**src/include/can_xcvr_defs.svh**
```systemverilog
// Constants for the CAN transceiver mode and fail-safe control
`ifndef CAN_XCVR_DEFS_SVH
`define CAN_XCVR_DEFS_SVH
`define CLK_PERIOD_NS      100
`define DOM_TIMEOUT_US     1000
`define DOM_TIMEOUT_CYC    ((`DOM_TIMEOUT_US * 1000) / `CLK_PERIOD_NS)
`define MODE_CHANGE_NS     1000
`define MODE_CHANGE_CYC    ((`MODE_CHANGE_NS + `CLK_PERIOD_NS - 1) / `CLK_PERIOD_NS)
`define MAX_BAUD           1000000
`define MIN_BIT_CYC        ((1000000000 / `MAX_BAUD) / `CLK_PERIOD_NS)
`define PIN_HIGH           1'b1
`define PIN_LOW            1'b0
`endif

```
**src/include/can_xcvr_pkg.sv**
```systemverilog
// Types for the CAN transceiver mode and fail-safe control
package can_xcvr_pkg;
    typedef enum logic [1:0] {
        MODE_STANDBY,
        MODE_SWITCH,
        MODE_NORMAL
    } mode_e;
endpackage

```
**src/hdl/can_transceiver_mode_failsafe.sv**
```systemverilog
// CAN transceiver digital mode selection and fail-safe control
//
// Behaviour
// - Normal mode: transmit low drives bus dominant
// - Receive output mirrors bus while receiver active
// - Bit rates up to one megabaud
// - Select low, supplies good: Normal mode
// - Select high: Stand-By, driver and receiver off
// - Supplies present: start in Stand-By
// - Inputs pulled high default to Stand-By
// - Mode change completes within mode-change time
// - Under-voltage monitoring active in both modes
// - Long dominant transmit disables bus driver
// - Receiver stays active during dominant time-out
// - Time-out cleared on transmit rising edge or when Normal is no longer requested
// - Under-voltage forces Stand-By regardless of select
// - Under-voltage cleared: follow select input
// - Overheating switches off bus transmitter
// - Driver returns only after cooling with hysteresis
`timescale 1ns/1ps
`default_nettype none
`include "can_xcvr_defs.svh"
module can_transceiver_mode_failsafe #(
    parameter int unsigned TIMEOUT_CYC = `DOM_TIMEOUT_CYC,
    parameter int unsigned MODE_CYC    = `MODE_CHANGE_CYC
) (
    // Clock and reset
    input  wire logic clk,
    input  wire logic rst,
    // Controller side
    input  wire logic tx_data,
    input  wire logic standby_select_n,
    output var  logic rx_data,
    // Supply and thermal monitors
    input  wire logic transceiver_supply_ok,
    input  wire logic logic_supply_ok,
    input  wire logic over_temp,
    input  wire logic temp_below_hyst,
    // Bus front end
    input  wire logic bus_dominant,
    output var  logic bus_drive_dominant,
    output var  logic driver_enable,
    output var  logic receiver_enable,
    output var  logic bus_bias_enable,
    output var  logic undervoltage,
    output var  logic timeout_active,
    output var  logic thermal_shutdown
);
    import can_xcvr_pkg::*;

    localparam int unsigned CW = $clog2(TIMEOUT_CYC + 1);
    localparam int unsigned MW = $clog2(MODE_CYC + 1);

    // The time-out compare needs two counts and the switch state one
    if (TIMEOUT_CYC < 2 || MODE_CYC < 1) begin : g_bad_counts
        $error("Counts too small");
    end

    typedef struct packed {
        mode_e           mode;
        logic [MW-1:0]   mode_cnt;
        logic [MW-1:0]   sel_cnt;
        logic [CW-1:0]   dom_cnt;
        logic            tx_prev;
        logic            timeout;
        logic            hot;
        logic            uv;
        logic            drv_en;
        logic            rx_en;
        logic            drive_dom;
        logic            rx_out;
    } state_s;

    state_s s_q;
    state_s s_d;

    ////////////////////////////////////////////////////////////////////////////
    logic want_normal;
    logic uv_now;

    always_comb begin
        s_d = s_q;
        // Monitoring active in both modes
        // supply monitoring always
        uv_now = !transceiver_supply_ok || !logic_supply_ok;
        s_d.uv = uv_now;
        want_normal = (standby_select_n == `PIN_LOW) && !uv_now;
        // Run of Normal requests, watched by the mode-change check
        if (!want_normal) begin
            s_d.sel_cnt = '0;
        end else if (s_q.sel_cnt != MW'(MODE_CYC)) begin
            s_d.sel_cnt = s_q.sel_cnt + MW'(1);
        end
        s_d.tx_prev = tx_data;

        if (tx_data == `PIN_HIGH || s_q.tx_prev == `PIN_HIGH) begin
            s_d.dom_cnt = '0;
        end else if (s_q.dom_cnt != CW'(TIMEOUT_CYC)) begin
            s_d.dom_cnt = s_q.dom_cnt + CW'(1);
        end
        // long dominant disables driver
        // Saturated count still trips when Normal is entered late
        if (s_q.mode == MODE_NORMAL && s_q.dom_cnt >= CW'(TIMEOUT_CYC - 1)
            && tx_data == `PIN_LOW) begin
            s_d.timeout = 1'b1;
        end
        if (s_q.timeout && s_q.tx_prev == `PIN_LOW && tx_data == `PIN_HIGH) begin
            s_d.timeout = 1'b0;
        end

        if (over_temp) begin
            s_d.hot = 1'b1;
        end else if (temp_below_hyst) begin
            s_d.hot = 1'b0;
        end

        unique case (s_q.mode)
            MODE_STANDBY: begin
                if (want_normal) begin
                    s_d.mode = MODE_SWITCH;
                    s_d.mode_cnt = MW'(1);
                end
            end
            MODE_SWITCH: begin
                if (!want_normal) begin
                    s_d.mode = MODE_STANDBY;
                end else if (s_q.mode_cnt >= MW'(MODE_CYC)) begin
                    s_d.mode = MODE_NORMAL;
                end else begin
                    s_d.mode_cnt = s_q.mode_cnt + MW'(1);
                end
            end
            MODE_NORMAL: begin
                if (!want_normal) begin
                    s_d.mode = MODE_STANDBY;
                end
            end
        endcase
        if (!want_normal) begin
            s_d.timeout = 1'b0;
        end

        s_d.rx_en = (s_d.mode == MODE_NORMAL);
        s_d.drv_en = s_d.rx_en && !s_d.timeout && !s_d.hot;
        // one-cycle path well under one bit
        s_d.drive_dom = s_d.drv_en && (tx_data == `PIN_LOW);
        s_d.rx_out = s_d.rx_en ? !bus_dominant : `PIN_HIGH;
    end

    ////////////////////////////////////////////////////////////////////////////
    // reset starts in Stand-By
    always_ff @(posedge clk or posedge rst) begin
        if (rst) begin
            s_q <= '{mode: MODE_STANDBY, mode_cnt: '0, dom_cnt: '0, tx_prev: 1'b1,
                     timeout: 1'b0, hot: 1'b0, uv: 1'b0, drv_en: 1'b0,
                     rx_en: 1'b0, drive_dom: 1'b0, rx_out: 1'b1, sel_cnt: '0};
        end else begin
            s_q <= s_d;
        end
    end

    assign rx_data            = s_q.rx_out;
    assign bus_drive_dominant = s_q.drive_dom;
    assign driver_enable      = s_q.drv_en;
    assign receiver_enable    = s_q.rx_en;
    assign bus_bias_enable    = s_q.rx_en;
    assign undervoltage       = s_q.uv;
    assign timeout_active     = s_q.timeout;
    assign thermal_shutdown   = s_q.hot;
endmodule
`default_nettype wire

```
**config.mk**
```make
export PLATFORM = sky130hd
export DESIGN_NAME = can_transceiver_mode_failsafe
export DESIGN_NICKNAME = d
export VERILOG_FILES = /design/src/include/can_xcvr_pkg.sv /design/src/hdl/can_transceiver_mode_failsafe.sv
export VERILOG_INCLUDE_DIRS = /design/src /design/src/include
export SDC_FILE = /design/constraint.sdc
export NUM_CORES = 1
export LEC_CHECK = 0
export BUFFER_PORTS_ARGS = -buffer_cell sky130_fd_sc_hd__buf_2
export CAP_MARGIN = 25
export CELL_PAD_IN_SITES_DETAIL_PLACEMENT = 0
export CELL_PAD_IN_SITES_GLOBAL_PLACEMENT = 1
export CORE_UTILIZATION = 44
export CTS_CLUSTER_SIZE = 30
export DETAILED_ROUTE_END_ITERATION = 6
export HOLD_SLACK_MARGIN = 0.05
export MAX_ROUTING_LAYER = met4
export PLACE_DENSITY_LB_ADDON = 0.1
export SYNTH_ARGS = -nofsm -noshare
export SYNTH_HDL_FRONTEND = slang
export SYNTH_SLANG_ARGS = --single-unit
```
**constraint.sdc**
```tcl
create_clock -name clk -period 2.2 [get_ports clk]
set_clock_uncertainty 0.05 [all_clocks]
set_input_delay 0.66 -clock clk [delete_from_list [all_inputs] [get_ports clk]]
set_output_delay 0.66 -clock clk [all_outputs]
set_load 0.01 [all_outputs]
```
* After elaboration in Yosys (flattened, before gate mapping)
Index checks and enable logic that the tools add are counted.
Storage, ports and cells: flip-flop bits (word level) 28, bits in latches 0, RAM bits 0, ROM bits 0, output and inout port bits 8, word-level logic and storage cells 61, memories 0
Cells by class: add/subtract/negate cells 2, multiply operators 0, divide/modulo/power cells 0, magnitude comparators 2, equality and inequality tests 7, shift operators 0, muxes and demuxes 16, bitwise logic cells 3, reductions and logical operators 20
Operator list (count):
- two-way mux 14 bit | 2
- adder 14 x 1 -> 14 bit (second input constant) | 1
- >= comparator 14 bit (second input constant) | 1
- != test 14 bit (second input constant) | 1
- logical AND 1 bit | 8
- two-way mux 4 bit | 2
- one-hot mux 4 bit (2 select lines) | 1
- zero test 1 bit | 6
- two-way mux 1 bit | 6
- two-way mux 2 bit | 3
- two-way mux 6 bit | 1
- != test 2 bit (second input constant) | 3
- one-hot mux 2 bit (3 select lines) | 1
- adder 4 x 1 -> 4 bit (second input constant) | 1
- equality test 2 bit (second input constant) | 2
- >= comparator 4 bit (second input constant) | 1
- AND reduction 4 bit | 1
- nonzero test 2 bit | 2
- inverter 1 bit | 3
- equality test 2 x 1 -> 1 bit (second input constant) | 1
- zero test 2 bit | 1
- logical OR 1 bit | 2

* Longest topological paths before layout
Gate-level depths: netlist of run 1.
depth in word-level cells 10, depth in mapped cells 7, depth with buffers taken out 7

* Least setup slack after synthesis of run 1
No wires, ideal clock.
path kind input to register, start input standby_select_n, end register s_q, in the netlist driver_enable, arrival time 1.568 ns, slack 0.486 ns, stages 4, cell sequence and3b_1 a21oi_1 a311o_1 nor4_2
RTL lines:
- start: declaration | line can_transceiver_mode_failsafe.sv:32 | input wire logic standby_select_n,
- end signal: assignment | line can_transceiver_mode_failsafe.sv:154 | s_q <= '{mode: MODE_STANDBY, mode_cnt: '0, dom_cnt: '0, tx_prev: 1'b1,
- end: declaration | line can_transceiver_mode_failsafe.sv:74 | state_s s_q;

==> metrics.log, run 1 <==
[metrics] number of sinks on the clock net: 28
[metrics] Post-DP Area: roughly 1600 um2
[metrics] residual antenna-violating net count after detailed routing: 0
[metrics] total number of vias: around 1100
[metrics] number of search-and-repair iterations in the first detailed-routing pass: 4
[metrics] outcome: complete, no violations
[metrics] cell area after technology mapping: roughly 1500 um2
[metrics] max-slew violations: 0
[metrics] unrepaired setup endpoints after global routing: no
[metrics] CTS H-tree lvls: 1
[metrics] Max VDD drop: between 300 and 400 uV
[metrics] actual transition at the worst max-transition pin: 402 ps
[metrics] setup violation total in the final timing report: 0
[metrics] share of post-route cells with drive strength above 1: roughly a fifth
[metrics] Worst Path Arrival: 2150 ps
[metrics] clock buffers created by TritonCTS: 3
[metrics] hold slack final: roughly 310 ps
[metrics] CP Class: flop to flop
[metrics] number of buffers between clock root and the deepest sink: 2
[metrics] CP endpoint kind: flop
[metrics] average wire per standard cell: 13.1 um
[metrics] GRT overflow: 0
[metrics] post-route DRC violation count: 0
[metrics] crit share post-route: approximately nine tenths
[metrics] number of warnings reported in the yosys synthesis log: 0
[metrics] number of antenna repair diodes: 0
[metrics] clock root buffer master: sky130_fd_sc_hd__clkbuf_4
[metrics] synthesized flop and latch total: 28
[metrics] placeable core area: roughly 3100 um2
[metrics] Chip Width: 60.1 um
[metrics] count of max-cap constraint violations: 0
[metrics] Crit path required time: about 2400 ps
[metrics] number of hold violations in the final report: 0
[metrics] maximum number of pins on one net before global-route repair: 29
[metrics] final net count: 182
[metrics] CTS clock-pin slew for the worst setup and hold paths: approximately 150 ps
[metrics] via-per-instance ratio: ~5.3
[metrics] number of buffers added for setup after CTS: 0
[metrics] Initial Util: between 40% and 50%
[metrics] crit path max-delay cell type: sky130_fd_sc_hd__a311o_1
[metrics] Final TNS setup: 0 ps
[metrics] CTS tree: yes
[metrics] drt initial violations: 31
[metrics] synthesized netlist cell count: between 100 and 150
[metrics] post-route minimum period: 1950 ps
[metrics] ordered cell list for the critical path: inv_1 -> ha_1 -> o311ai_0 -> a311o_1 -> nor4_2
[metrics] Fill cells: a little under 300
[metrics] first-pass GRT wire length: roughly 4700 um
[metrics] Area Overhead vs Synth: 11.6%
[metrics] aggregate global-route resource usage: 17.9%
[metrics] # hold bufs at CTS: 0
[metrics] timing-limited maximum frequency: roughly 500 MHz
[metrics] leakage: roughly 0.00073 uW
[metrics] Total Routed Length: 2730 um
[metrics] number of port buffers: 16
[metrics] worst min-delay path class: input pin to asynchronous set/reset pin
[metrics] antenna violations before repair: 0
[metrics] number of gates given a new drive strength after cts: 0
[metrics] total non-filler cell area in the finished layout: 1660 um2
[metrics] count of cell types in the netlist: between 40 and 50
[metrics] Worst slew margin: between 70 and 80%
[metrics] DPL Wire Length: ~2000 um
[metrics] clk_lat worst skew: ~330 ps
[metrics] vias in the first global route: 1098
[metrics] power per cell area: 762 nW/um2
[metrics] GP Congestion: 0.805
[metrics] floorplan die area: approximately 3600 um2
[metrics] Avg Synthesized Cell Area: 9.97 um2
[metrics] proportion of synthesized chip area in sequential cells: between 40% and 50%
[metrics] final worst slack: about 250 ps
[metrics] CP max stage delay: roughly 450 ps
[metrics] Std-Cell Rows: 20
[metrics] chip height: roughly 60 um
[metrics] DP Worst Slack: around 220 ps
[metrics] Top Ports: 17
[metrics] Max FO, Critical Path: 10
[metrics] Post-Synthesis Net Count: around 170
[metrics] crit start category: flop
## layer usage
metal	vias to the layer above	wire length [um]	GRT usage, %
met1	523	1220	18.9
met5	-	0	-
li1	567	-	-
met4	0	31	5.32
met3	4	84	3.90
met2	16	1400	32.8
## cell families after synthesis
| group | share of synthesized area (%) |
|---|---|
| simple gates | 22.2 |
| compound gates | 13.6 |
| flops | 47.3 |
| buf+inv | 4.30 |
| xor+xnor | 5.90 |
| fa+ha+maj | 5.90 |
| mux | 0.674 |
## final cells by class
| class | count | area [um2] | share of cell area (%) |
|---|---|---|---|
| clock buffers | 3 | 22.5 | 1.36 |
| multi-input cells | 106 | 718 | 43.3 |
| flip-flops and latches | 28 | 703 | 42.4 |
| clock inverters | 1 | 30.0 | 1.81 |
| inverters | 9 | 33.8 | 2.04 |
| repair buffers | 18 | 95.1 | 5.74 |
| well taps | 44 | 55.1 | 3.32 |
## synth_stat cells, drive strengths merged
master / number / share of area [%]
dfrtp: 26 / 44
a21o: 1 / 0.51
a31oi: 1 / 0.42
nor4: 2 / 1.3
mux2i: 1 / 0.67
a22oi: 1 / 0.51
buf: 4 / 1.5
or2: 4 / 1.7
o21ai: 10 / 3.4
nand4: 4 / 1.7
clkbuf: 2 / 0.51
nand3: 7 / 2.4
ha: 7 / 5.9
nor3b: 1 / 0.51
nor2: 13 / 3.3
or3: 3 / 1.6
nor3: 4 / 1.3
xor2: 5 / 2.9
nor4bb: 1 / 0.67
and3: 4 / 1.8
a41oi: 2 / 1.2
nand3b: 1 / 0.51
o2111ai: 1 / 0.59
nand2b: 1 / 0.42
nand4b: 1 / 0.59
dfstp: 2 / 3.5
a311o: 1 / 0.67
and4: 1 / 0.59
xnor2: 5 / 2.9
inv: 9 / 2.3
a21oi: 9 / 3.3
o311ai: 2 / 1.7
nand2: 6 / 1.5
nor2b: 3 / 1.3
a2111oi: 1 / 0.59
and3b: 2 / 1.2
o31ai: 1 / 0.84
## state kept, by name, indices dropped and copies added (netlist names)
| register | count |
|---|---|
| driver_enable | 1 |
| bus_drive_dominant | 1 |
| rx_data | 1 |
| undervoltage | 1 |
| timeout_active | 1 |
| bus_bias_enable | 1 |
| thermal_shutdown | 1 |
| s_q | 21 |
## through the flow
step / total power (uW) / instances / utilization [%]
global route: 1350 / 209 / 53.0
floorplan: 852 / 149 / -
detailed placement: 933 / 205 / 51.3
global placement: 925 / 205 / 51.3
finish: 1260 / 209 / 53.0
CTS: 1280 / 209 / 53.0
## placed cells by master, fill, tap and decap left out, types with 2 or more instances in the layout
cell type	instances
sky130_fd_sc_hd__a21oi_1	8
sky130_fd_sc_hd__a41oi_1	2
sky130_fd_sc_hd__and3_1	3
sky130_fd_sc_hd__and3b_1	2
sky130_fd_sc_hd__buf_2	16
sky130_fd_sc_hd__buf_4	2
sky130_fd_sc_hd__clkbuf_4	3
sky130_fd_sc_hd__dfrtp_1	26
sky130_fd_sc_hd__dfstp_2	2
sky130_fd_sc_hd__ha_1	7
sky130_fd_sc_hd__inv_1	9
sky130_fd_sc_hd__nand2_1	6
sky130_fd_sc_hd__nand3_1	7
sky130_fd_sc_hd__nand4_1	4
sky130_fd_sc_hd__nor2_1	13
sky130_fd_sc_hd__nor2b_1	3
sky130_fd_sc_hd__nor3_1	4
sky130_fd_sc_hd__o21ai_0	9
sky130_fd_sc_hd__or2_2	4
sky130_fd_sc_hd__or3_1	2
sky130_fd_sc_hd__xnor2_1	5
sky130_fd_sc_hd__xor2_1	5
## final timing paths
check / from / endpoint / slack (ps) / cells past startpoint
worst max-delay path: s_q[31] / driver_enable / 250 / 5
worst min-delay path: rst / s_q[10] / 310 / 3
worst max register to register: s_q[31] / driver_enable / 250 / 5
worst min register to register: s_q[28] / s_q[28] / 520 / 1
max in group asynchronous: rst / rx_data / 1490 / 3
min in group clk: tx_data / s_q[7] / 400 / 1
## worst max-delay path, delay by kind of cell, from the launching register on
kind	cells	cell delay, ps
flops	1	440
simple gates	1	290
buf+inv	1	90
compound gates	2	670
fa+ha+maj	1	330
## report_power, final
group,switching [uW],internal (uW),total [uW]
Clock,154,184,339
Sequential,52.0,570,622
Combinational,181,121,303
Total,388,876,1260
Note: power is estimated with default switching activity, not from simulation.
==> inputs of run 2 (changes only) <==
--- a/config.mk
+++ b/config.mk
@@ -6,11 +6,12 @@
 export SDC_FILE = /design/constraint.sdc
 export NUM_CORES = 1
 export LEC_CHECK = 0
+export ABC_AREA = 1
 export BUFFER_PORTS_ARGS = -buffer_cell sky130_fd_sc_hd__buf_2
 export CAP_MARGIN = 25
 export CELL_PAD_IN_SITES_DETAIL_PLACEMENT = 0
 export CELL_PAD_IN_SITES_GLOBAL_PLACEMENT = 1
-export CORE_UTILIZATION = 44
+export CORE_UTILIZATION = 42
 export CTS_CLUSTER_SIZE = 30
 export DETAILED_ROUTE_END_ITERATION = 6
 export HOLD_SLACK_MARGIN = 0.05
==> run 2 against run 1 <==
Sequential power down 5.0%. Final cell count up 16%. Design area down 1.4%. Die area up 3.0%. Non-clock buffer count up 1. Setup slack better by 280 ps. First-iteration DRC count up 19%. Clock power down 26%. Combinational power down 42%. Critical endpoint is now rx_data. Highest routed layer unchanged.
==> metrics.log, run 2 <==
[metrics] Area Overhead vs Synth: 11.8% (was 11.6%)
[metrics] power per cell area: 624 nW/um2 (was 762 nW/um2)
[metrics] Initial Util: 43.8% (was 47.5%)
[metrics] vias in the first global route: 1088 (was 1098)
[metrics] number of hold violations in the final report: 0 (unchanged)
[metrics] number of sinks on the clock net: 28 (unchanged)
[metrics] number of synthesized flops with an enable pin: 0 (unchanged)
[metrics] Comb power frac: 17.3% (was 24.0%)
[metrics] Post-DP Area: 1600 um2 (was 1610 um2)
[metrics] GP Congestion: 0.772 (was 0.805)
[metrics] CTS tree: yes (unchanged)
[metrics] proportion of synthesized chip area in sequential cells: 48.1% (was 47.3%)
[metrics] cell area after technology mapping: 1460 um2 (was 1490 um2)
[metrics] final net count: 214 (was 182)
[metrics] Chip Width: 61.0 um (was 60.1 um)
[metrics] Post-Synthesis Net Count: 193 (was 165)
[metrics] Seq pwr share: 58.0% (was 49.2%)
[metrics] leading post-synthesis cells by cell area: sky130_fd_sc_hd__dfrtp_1 (45%), sky130_fd_sc_hd__nand2_1 (8.5%), sky130_fd_sc_hd__inv_1 (6.7%) (was sky130_fd_sc_hd__dfrtp_1 (44%), sky130_fd_sc_hd__ha_1 (5.9%), sky130_fd_sc_hd__dfstp_2 (3.5%))
[metrics] maximum number of pins on one net before global-route repair: 29 (unchanged)
[metrics] max reg flops: 21 (unchanged)
[metrics] crit path max-delay cell type: sky130_fd_sc_hd__dfstp_2 (was sky130_fd_sc_hd__a311o_1)
[metrics] number of antenna repair diodes: 0 (unchanged)
[metrics] Final TNS setup: 0 ps (unchanged)
[metrics] number of gates given a new drive strength after cts: 0 (unchanged)
[metrics] first-pass GRT wire length: 4530 um (was 4690 um)
[metrics] # hold bufs at CTS: 0 (unchanged)
[metrics] Total Routed Length: 2630 um (was 2730 um)
[metrics] startpoint of the lowest-slack register-to-register path: s_q[9] (was s_q[31])
[metrics] timing-limited maximum frequency: 597 MHz (was 513 MHz)
[metrics] sw power: 297 uW (was 388 uW)
[metrics] Primary FF master, synth: sky130_fd_sc_hd__dfrtp_1 (unchanged)
[metrics] crit share post-route: 76.1% (was 88.7%)
[metrics] CTS H-tree lvls: 1 (unchanged)
[metrics] placeable core area: 3340 um2 (was 3130 um2)
[metrics] setup violation total in the final timing report: 0 (unchanged)
[metrics] average wire per standard cell: 10.8 um (was 13.1 um)
[metrics] via-per-instance ratio: 4.70 (was 5.31)
[metrics] outcome: complete, no violations (unchanged)
[metrics] top-area cell type share of the netlist area: 44.5% (was 43.8%)
[metrics] ordered cell list for the critical path: buf_2 (was inv_1 -> ha_1 -> o311ai_0 -> a311o_1 -> nor4_2)
[metrics] actual transition at the worst max-transition pin: 375 ps (was 402 ps)
[metrics] max-slew violations: 0 (unchanged)
[metrics] drt initial violations: 37 (was 31)
[metrics] Worst Path Arrival: 960 ps (was 2150 ps)
[metrics] Async S/R FF share, synth: 100% (unchanged)
[metrics] CP Class: flop to output port (was flop to flop)
[metrics] number of search-and-repair iterations in the first detailed-routing pass: 4 (unchanged)
[metrics] number of buffers added for setup after CTS: 0 (unchanged)
[metrics] leakage: 0.000817 uW (was 0.000735 uW)
[metrics] post-synthesis cell type with the largest combined area: sky130_fd_sc_hd__dfrtp_1 (unchanged)
[metrics] residual antenna-violating net count after detailed routing: 0 (unchanged)
[metrics] synthesized netlist cell count: 177 (was 149)
[metrics] CP max stage delay: 540 ps (was 450 ps)
[metrics] Max VDD drop: 346 uV (was 377 uV)
[metrics] gate family responsible for the most delay along the worst path: flip-flops (was compound AO/OA/AOI/OAI gates)
[metrics] post-route DRC violation count: 0 (unchanged)
[metrics] Std-Cell Rows: 21 (was 20)
[metrics] Clock power frac: 24.7% (was 26.8%)
[metrics] total non-filler cell area in the finished layout: 1630 um2 (was 1660 um2)
[metrics] crit start category: flop (unchanged)
[metrics] buffers and inverters on the worst path: 1 (unchanged)
[metrics] count of max-cap constraint violations: 0 (unchanged)
[metrics] total number of vias: 1143 (was 1110)
[metrics] aggregate global-route resource usage: 17.1% (was 17.9%)
[metrics] top library cells by usage in the layout, fill and taps aside: sky130_fd_sc_hd__nand2_1 (33), sky130_fd_sc_hd__inv_1 (26), sky130_fd_sc_hd__dfrtp_1 (26), sky130_fd_sc_hd__nor2_1 (21), sky130_fd_sc_hd__nand3_1 (18) (was sky130_fd_sc_hd__dfrtp_1 (26), sky130_fd_sc_hd__buf_2 (16), sky130_fd_sc_hd__nor2_1 (13), sky130_fd_sc_hd__inv_1 (9), sky130_fd_sc_hd__o21ai_0 (9))
[metrics] CP endpoint kind: output port (was flop)
[metrics] internal portion of total power: 723 uW (was 876 uW)
[metrics] post-route minimum period: 1670 ps (was 1950 ps)
[metrics] clock buffers created by TritonCTS: 3 (unchanged)
[metrics] final worst slack: 526 ps (was 249 ps)
[metrics] switching part of the total power: 29.1% (was 30.7%)
[metrics] Fill cells: 356 (was 297)
[metrics] launch point of the critical path: rx_data (was s_q[31])
[metrics] Crit path required time: 1490 ps (was 2400 ps)
[metrics] Top reg by flops: s_q (unchanged)
[metrics] clock root buffer master: sky130_fd_sc_hd__clkbuf_4 (unchanged)
[metrics] most repeated cell in the gate-level netlist after synthesis: sky130_fd_sc_hd__nand2_1 (was sky130_fd_sc_hd__dfrtp_1)
[metrics] DP Worst Slack: 354 ps (was 216 ps)
[metrics] CTS clock-pin slew for the worst setup and hold paths: 160 ps (was 150 ps)
[metrics] GRT overflow: 0 (unchanged)
[metrics] leading cell type in the layout, fill and taps excluded: sky130_fd_sc_hd__nand2_1 (was sky130_fd_sc_hd__dfrtp_1)
[metrics] clk_lat worst skew: 330 ps (about the same)
[metrics] count of cell types in the netlist: 26 (was 44)
[metrics] number of port buffers: 16 (unchanged)
[metrics] floorplan die area: 3720 um2 (was 3610 um2)
[metrics] number of warnings reported in the yosys synthesis log: 0 (unchanged)
[metrics] worst min-delay path class: input pin to asynchronous set/reset pin (unchanged)
[metrics] Avg Synthesized Cell Area: 8.26 um2 (was 9.97 um2)
[metrics] synthesized flop and latch total: 28 (unchanged)
[metrics] DPL Wire Length: 2030 um (was 1990 um)
[metrics] Max FO, Critical Path: 1 (was 10)
[metrics] Top Ports: 17 (unchanged)
[metrics] most used standard cells in the synthesized netlist: sky130_fd_sc_hd__nand2_1 (33), sky130_fd_sc_hd__dfrtp_1 (26), sky130_fd_sc_hd__inv_1 (26) (was sky130_fd_sc_hd__dfrtp_1 (26), sky130_fd_sc_hd__nor2_1 (13), sky130_fd_sc_hd__inv_1 (9), sky130_fd_sc_hd__o21ai_0 (9), sky130_fd_sc_hd__a21oi_1 (8))
[metrics] Worst slew margin: 74.9% (was 72.5%)
[metrics] antenna violations before repair: 0 (unchanged)
[metrics] number of buffers between clock root and the deepest sink: 2 (unchanged)
[metrics] chip height: 61.0 um (was 60.1 um)
[metrics] share of post-route cells with drive strength above 1: 16.8% (was 20.6%)
[metrics] unrepaired setup endpoints after global routing: no (unchanged)
-- run 2: changes by cell type in the layout (fill, tap and decap cells not counted), sizes merged, moves of 3 or more --
cell   previous run  this run
nand2             6        33
inv               9        27
nand3             7        19
nor2             13        23
xnor2             5         0
and3              4         1
nor2b             3         0
or3               3         0
-- run 2: path summary, 6_finish.rpt --
check,slack (ps),depth (start not counted),to
setup / recovery,530,1,rx_data
hold / removal,310,3,s_q[28]
setup reg to reg,590,7,s_q[18]
hold reg to reg,460,2,thermal_shutdown
max in group asynchronous,1470,3,rx_data
min in group clk,390,2,rx_data
-- run 2: metal layers --
metal  up-vias  wire length [um]  global-route usage (%)  part of all wire (%)
li1        601                 -                       -                     -
met1       531              1190                    19.3                    45
met2         9              1370                    30.5                    52
met3         2                40                    2.56                   1.5
met4         0                19                    5.84                  0.72
met5         -                 0                       -                     0
-- run 2: through the flow --
stage	instances	power, uW	hold WS (ps)	util, %
6_report	243	1020	310	49.0
3_5_place_dp	239	779	432	47.9
2_1_floorplan	177	721	426	-
3_3_place_gp	239	769	424	47.9
4_1_cts	243	1030	324	49.0
5_1_grt	243	1100	342	49.0
-- run 2: cell type report --
| class | instances | area, um2 | area share [%] |
|---|---|---|---|
| multi-input cells | 119 | 633 | 38.7 |
| well taps | 46 | 57.6 | 3.52 |
| flip-flops and latches | 28 | 703 | 43.0 |
| clock buffers | 4 | 36.3 | 2.22 |
| inverters | 27 | 101 | 6.20 |
| repair buffers | 19 | 103 | 6.28 |
-- run 2: power groups by stage --
stage	Clock, uW	Sequential, uW	Combinational (uW)
2_1_floorplan	0	593	128
3_3_place_gp	0	599	169
3_5_place_dp	0	600	179
4_1_cts	260	592	178
5_1_grt	285	600	212
6_report	252	591	177
-- run 2: cell families (layout without fill, tap and decap cells) --
| group | after synthesis | in the layout | synth area share (%) |
|---|---|---|---|
| XOR/XNOR | 4 | 4 | 2.40 |
| buffers and inverters | 30 | 50 | 8.56 |
| AO/OA/AOI/OAI | 23 | 23 | 8.56 |
| flip-flops | 28 | 28 | 48.1 |
| AND/OR/NAND/NOR | 85 | 85 | 26.4 |
| adder cells (fa/ha/maj) | 7 | 7 | 5.99 |
==> inputs of run 3 (changes only) <==
--- a/config.mk
+++ b/config.mk
@@ -11,7 +11,7 @@
 export CAP_MARGIN = 25
 export CELL_PAD_IN_SITES_DETAIL_PLACEMENT = 0
 export CELL_PAD_IN_SITES_GLOBAL_PLACEMENT = 1
-export CORE_UTILIZATION = 42
+export CORE_UTILIZATION = 38
 export CTS_CLUSTER_SIZE = 30
 export DETAILED_ROUTE_END_ITERATION = 6
 export HOLD_SLACK_MARGIN = 0.05
==> constraint.sdc (replaced) <==
create_clock -name clk -period 1.4 [get_ports clk]
set_clock_uncertainty 0.05 [all_clocks]
set_input_delay 0.42 -clock clk [delete_from_list [all_inputs] [get_ports clk]]
set_output_delay 0.42 -clock clk [all_outputs]
set_load 0.01 [all_outputs]
==> run 3 against run 2 <==
The flow now finishes with violations (negative setup slack). Sequential cell count unchanged. Final cell count increased by 15%. Clock power increased to 2.5 times the previous value. Hold slack got worse by 200 ps. Setup slack got worse by 580 ps. Highest routed layer unchanged. Design area increased by 31%. Routed wire length increased by 20%. Critical path type is now flop to flop. Via count increased by 15%. Register-to-register slack got worse by 650 ps. Die area increased by 10%. Critical path depth increased by 9.
==> metrics.log, run 3 (synthesis gave the netlist of run 2 again) <==
[metrics] number of port buffers: 16 (unchanged)
[metrics] busiest layer in global routing: met2 (unchanged)
[metrics] leading cell type in the layout, fill and taps excluded: sky130_fd_sc_hd__buf_4 (was sky130_fd_sc_hd__nand2_1)
[metrics] violations in the final reports: negative setup slack
[metrics] number of antenna repair diodes: 0 (unchanged)
[metrics] clock root buffer master: sky130_fd_sc_hd__clkbuf_8 (was sky130_fd_sc_hd__clkbuf_4)
[metrics] final worst slack: -56.7 ps (was 526 ps)
[metrics] CP Class: flop to flop (was flop to output port)
[metrics] Final TNS setup: -157 ps (was 0 ps)
[metrics] post-route minimum period: 1460 ps
[metrics] number of sinks on the clock net: 28 (unchanged)
[metrics] average wire per standard cell: 11.3 um (was 10.8 um)
[metrics] area used by multi-input combinational logic: 816 um2 (was 633 um2)
[metrics] crit path max-delay cell type: sky130_fd_sc_hd__dfrtp_1 (was sky130_fd_sc_hd__dfstp_2)
[metrics] placeable core area: 3660 um2 (was 3340 um2)
[metrics] CP max stage delay: 380 ps (was 540 ps)
[metrics] GP Congestion: 0.781 (was 0.772)
[metrics] vias in the first global route: 1350 (was 1088)
[metrics] worst min-delay path class: input pin to asynchronous set/reset pin (unchanged)
[metrics] Final Non-Filler Cells: 279 (was 243)
[metrics] CTS H-tree lvls: 1 (unchanged)
[metrics] antenna violations before repair: 0 (unchanged)
[metrics] Fill cells: 330 (was 356)
[metrics] top library cells by usage in the layout, fill and taps aside: sky130_fd_sc_hd__buf_4 (34), sky130_fd_sc_hd__nand2_1 (25), sky130_fd_sc_hd__dfrtp_1 (24), sky130_fd_sc_hd__inv_1 (20), sky130_fd_sc_hd__nor2_1 (17) (was sky130_fd_sc_hd__nand2_1 (33), sky130_fd_sc_hd__inv_1 (26), sky130_fd_sc_hd__dfrtp_1 (26), sky130_fd_sc_hd__nor2_1 (21), sky130_fd_sc_hd__nand3_1 (18))
[metrics] Std-Cell Rows: 22 (was 21)
[metrics] via-per-instance ratio: 4.71 (was 4.70)
[metrics] share of post-route cells with drive strength above 1: 46.8% (was 16.8%)
[metrics] maximum number of pins on one net before global-route repair: 29 (unchanged)
[metrics] Top reg by flops: s_q (unchanged)
[metrics] total placed cells including tap cells: 271 (was 239)
[metrics] max-slew violations: 0 (unchanged)
[metrics] count of max-cap constraint violations: 0 (unchanged)
[metrics] leakage: 0.00103 uW (was 0.000817 uW)
[metrics] ordered cell list for the critical path: inv_2 -> ha_4 -> nand4_1 -> nor2_1 -> nand2_1 -> nand2_2 -> nand3_2 -> nor2_2 -> nand2_1 -> nor2_1 (was buf_2)
[metrics] post-route DRC violation count: 0 (unchanged)
[metrics] crit start category: flop (unchanged)
[metrics] Total Routed Length: 3150 um (was 2630 um)
[metrics] number of buffers between clock root and the deepest sink: 2 (unchanged)
[metrics] max reg flops: 21 (unchanged)
[metrics] Top Ports: 17 (unchanged)
[metrics] met3 track utilization from global routing: 2.14% (was 2.56%)
[metrics] crit share post-route: 104%
[metrics] utilization after layout: 58.5% (was 49.0%)
[metrics] CP endpoint kind: flop (was output port)
[metrics] number of hold violations in the final report: 0 (unchanged)
[metrics] first-pass GRT wire length: 5550 um (was 4530 um)
[metrics] outcome: finished, violations left (was complete, no violations)
[metrics] floorplan die area: 4100 um2 (was 3720 um2)
[metrics] global routing met2 resource utilization: 31.8% (was 30.5%)
[metrics] unrepaired setup endpoints after global routing: yes (was no)
[metrics] setup violation total in the final timing report: 4 (was 0)
[metrics] power per cell area: 985 nW/um2 (was 624 nW/um2)
[metrics] residual antenna-violating net count after detailed routing: 0 (unchanged)
[metrics] number of search-and-repair iterations in the first detailed-routing pass: 4 (unchanged)
[metrics] total number of vias: 1313 (was 1143)
[metrics] Area Overhead vs Synth: 46.5% (was 11.8%)
[metrics] Initial Util: 39.9% (was 43.8%)
[metrics] Worst Path Arrival: 1620 ps (was 960 ps)
[metrics] CTS tree: yes (unchanged)
[metrics] drt initial violations: 42 (was 37)
[metrics] Max VDD drop: 710 uV (was 346 uV)
[metrics] Crit path required time: 1560 ps (was 1490 ps)
[metrics] timing-limited maximum frequency: slightly below 700 MHz
[metrics] CTS clock-pin slew for the worst setup and hold paths: 90 ps (was 160 ps)
[metrics] FF+latch area: 706 um2 (was 703 um2)
[metrics] GRT overflow: 0 (unchanged)
[metrics] number of cells on the worst reg-to-reg path: 10 (was 7)
[metrics] aggregate global-route resource usage: 18.0% (was 17.1%)
[metrics] actual transition at the worst max-transition pin: 321 ps (was 375 ps)
[metrics] Max FO, Critical Path: 3 (was 1)
[metrics] DPL Wire Length: 2200 um (was 2030 um)
[metrics] Chip Width: 64.0 um (was 61.0 um)
[metrics] clock buffers created by TritonCTS: 3 (unchanged)
[metrics] routing usage on met1: 20.5% (was 19.3%)
[metrics] clk_lat worst skew: 280 ps (was 330 ps)
[metrics] Worst slew margin: 78.3% (was 74.9%)
[metrics] chip height: 64.0 um (was 61.0 um)
[metrics] final net count: 248 (was 214)
-- run 3: path summary, 6_finish.rpt --
path | slack (ps) | endpoint | startpoint
max in group asynchronous | 970 | rx_data | rst
min in group clk | 200 | rx_data | bus_dominant
setup / recovery | -60 | bus_drive_dominant | s_q[31]
setup reg to reg | -60 | bus_drive_dominant | s_q[31]
hold reg to reg | 480 | thermal_shutdown | thermal_shutdown
hold / removal | 110 | s_q[31] | rst
-- run 3: stage by stage --
step | instance area, um2 | hold WS (ps) | setup WS (ps) | total power, uW
6_report | 2140 | 106 | -56.7 | 2110
5_1_grt | 2140 | 116 | -164 | 2240
4_1_cts | 2010 | 104 | -69.7 | 2040
3_5_place_dp | 1840 | 414 | -122 | 1350
3_3_place_gp | 1840 | 412 | -79.7 | 1330
2_1_floorplan | 1460 | 374 | 4.01 | 1130
-- run 3: what timing repair did --
item	4_1_cts	5_1_grt
gates resized for setup	19	39
pin swaps	7	15
buffers inserted	2	2
setup endpoints to repair	10	21
hold endpoints to repair	0	0
hold buffers	0	0
-- run 3: final cells by class --
class / instances / share of cell area, %
clock buffer: 3 / 1.93
inverter: 27 / 4.85
multi-input combinational: 119 / 38.1
clock inverter: 1 / 1.40
timing repair buffer: 53 / 17.9
sequential: 28 / 33.0
tap: 48 / 2.81
-- run 3: routing by layer --
layer,share of wire (%),up-vias
li1,-,679
met1,44,621
met2,54,8
met3,1.2,5
met4,1.5,0
met5,0,-
-- run 3: report_power, final --
| part | internal, uW | switching [uW] | leakage, uW |
|---|---|---|---|
| registers | 870 | 49.7 | 0.000367 |
| logic | 279 | 271 | 0.000629 |
| clock network | 383 | 254 | 0.0000357 |
| total | 1530 | 575 | 0.00103 |
-- run 3: critical path: cells and delay by family (launching register included) --
kind          cells  cell delay, ps
flops             1             380
simple gates      8             620
buf+inv           1              80
fa+ha+maj         1             270
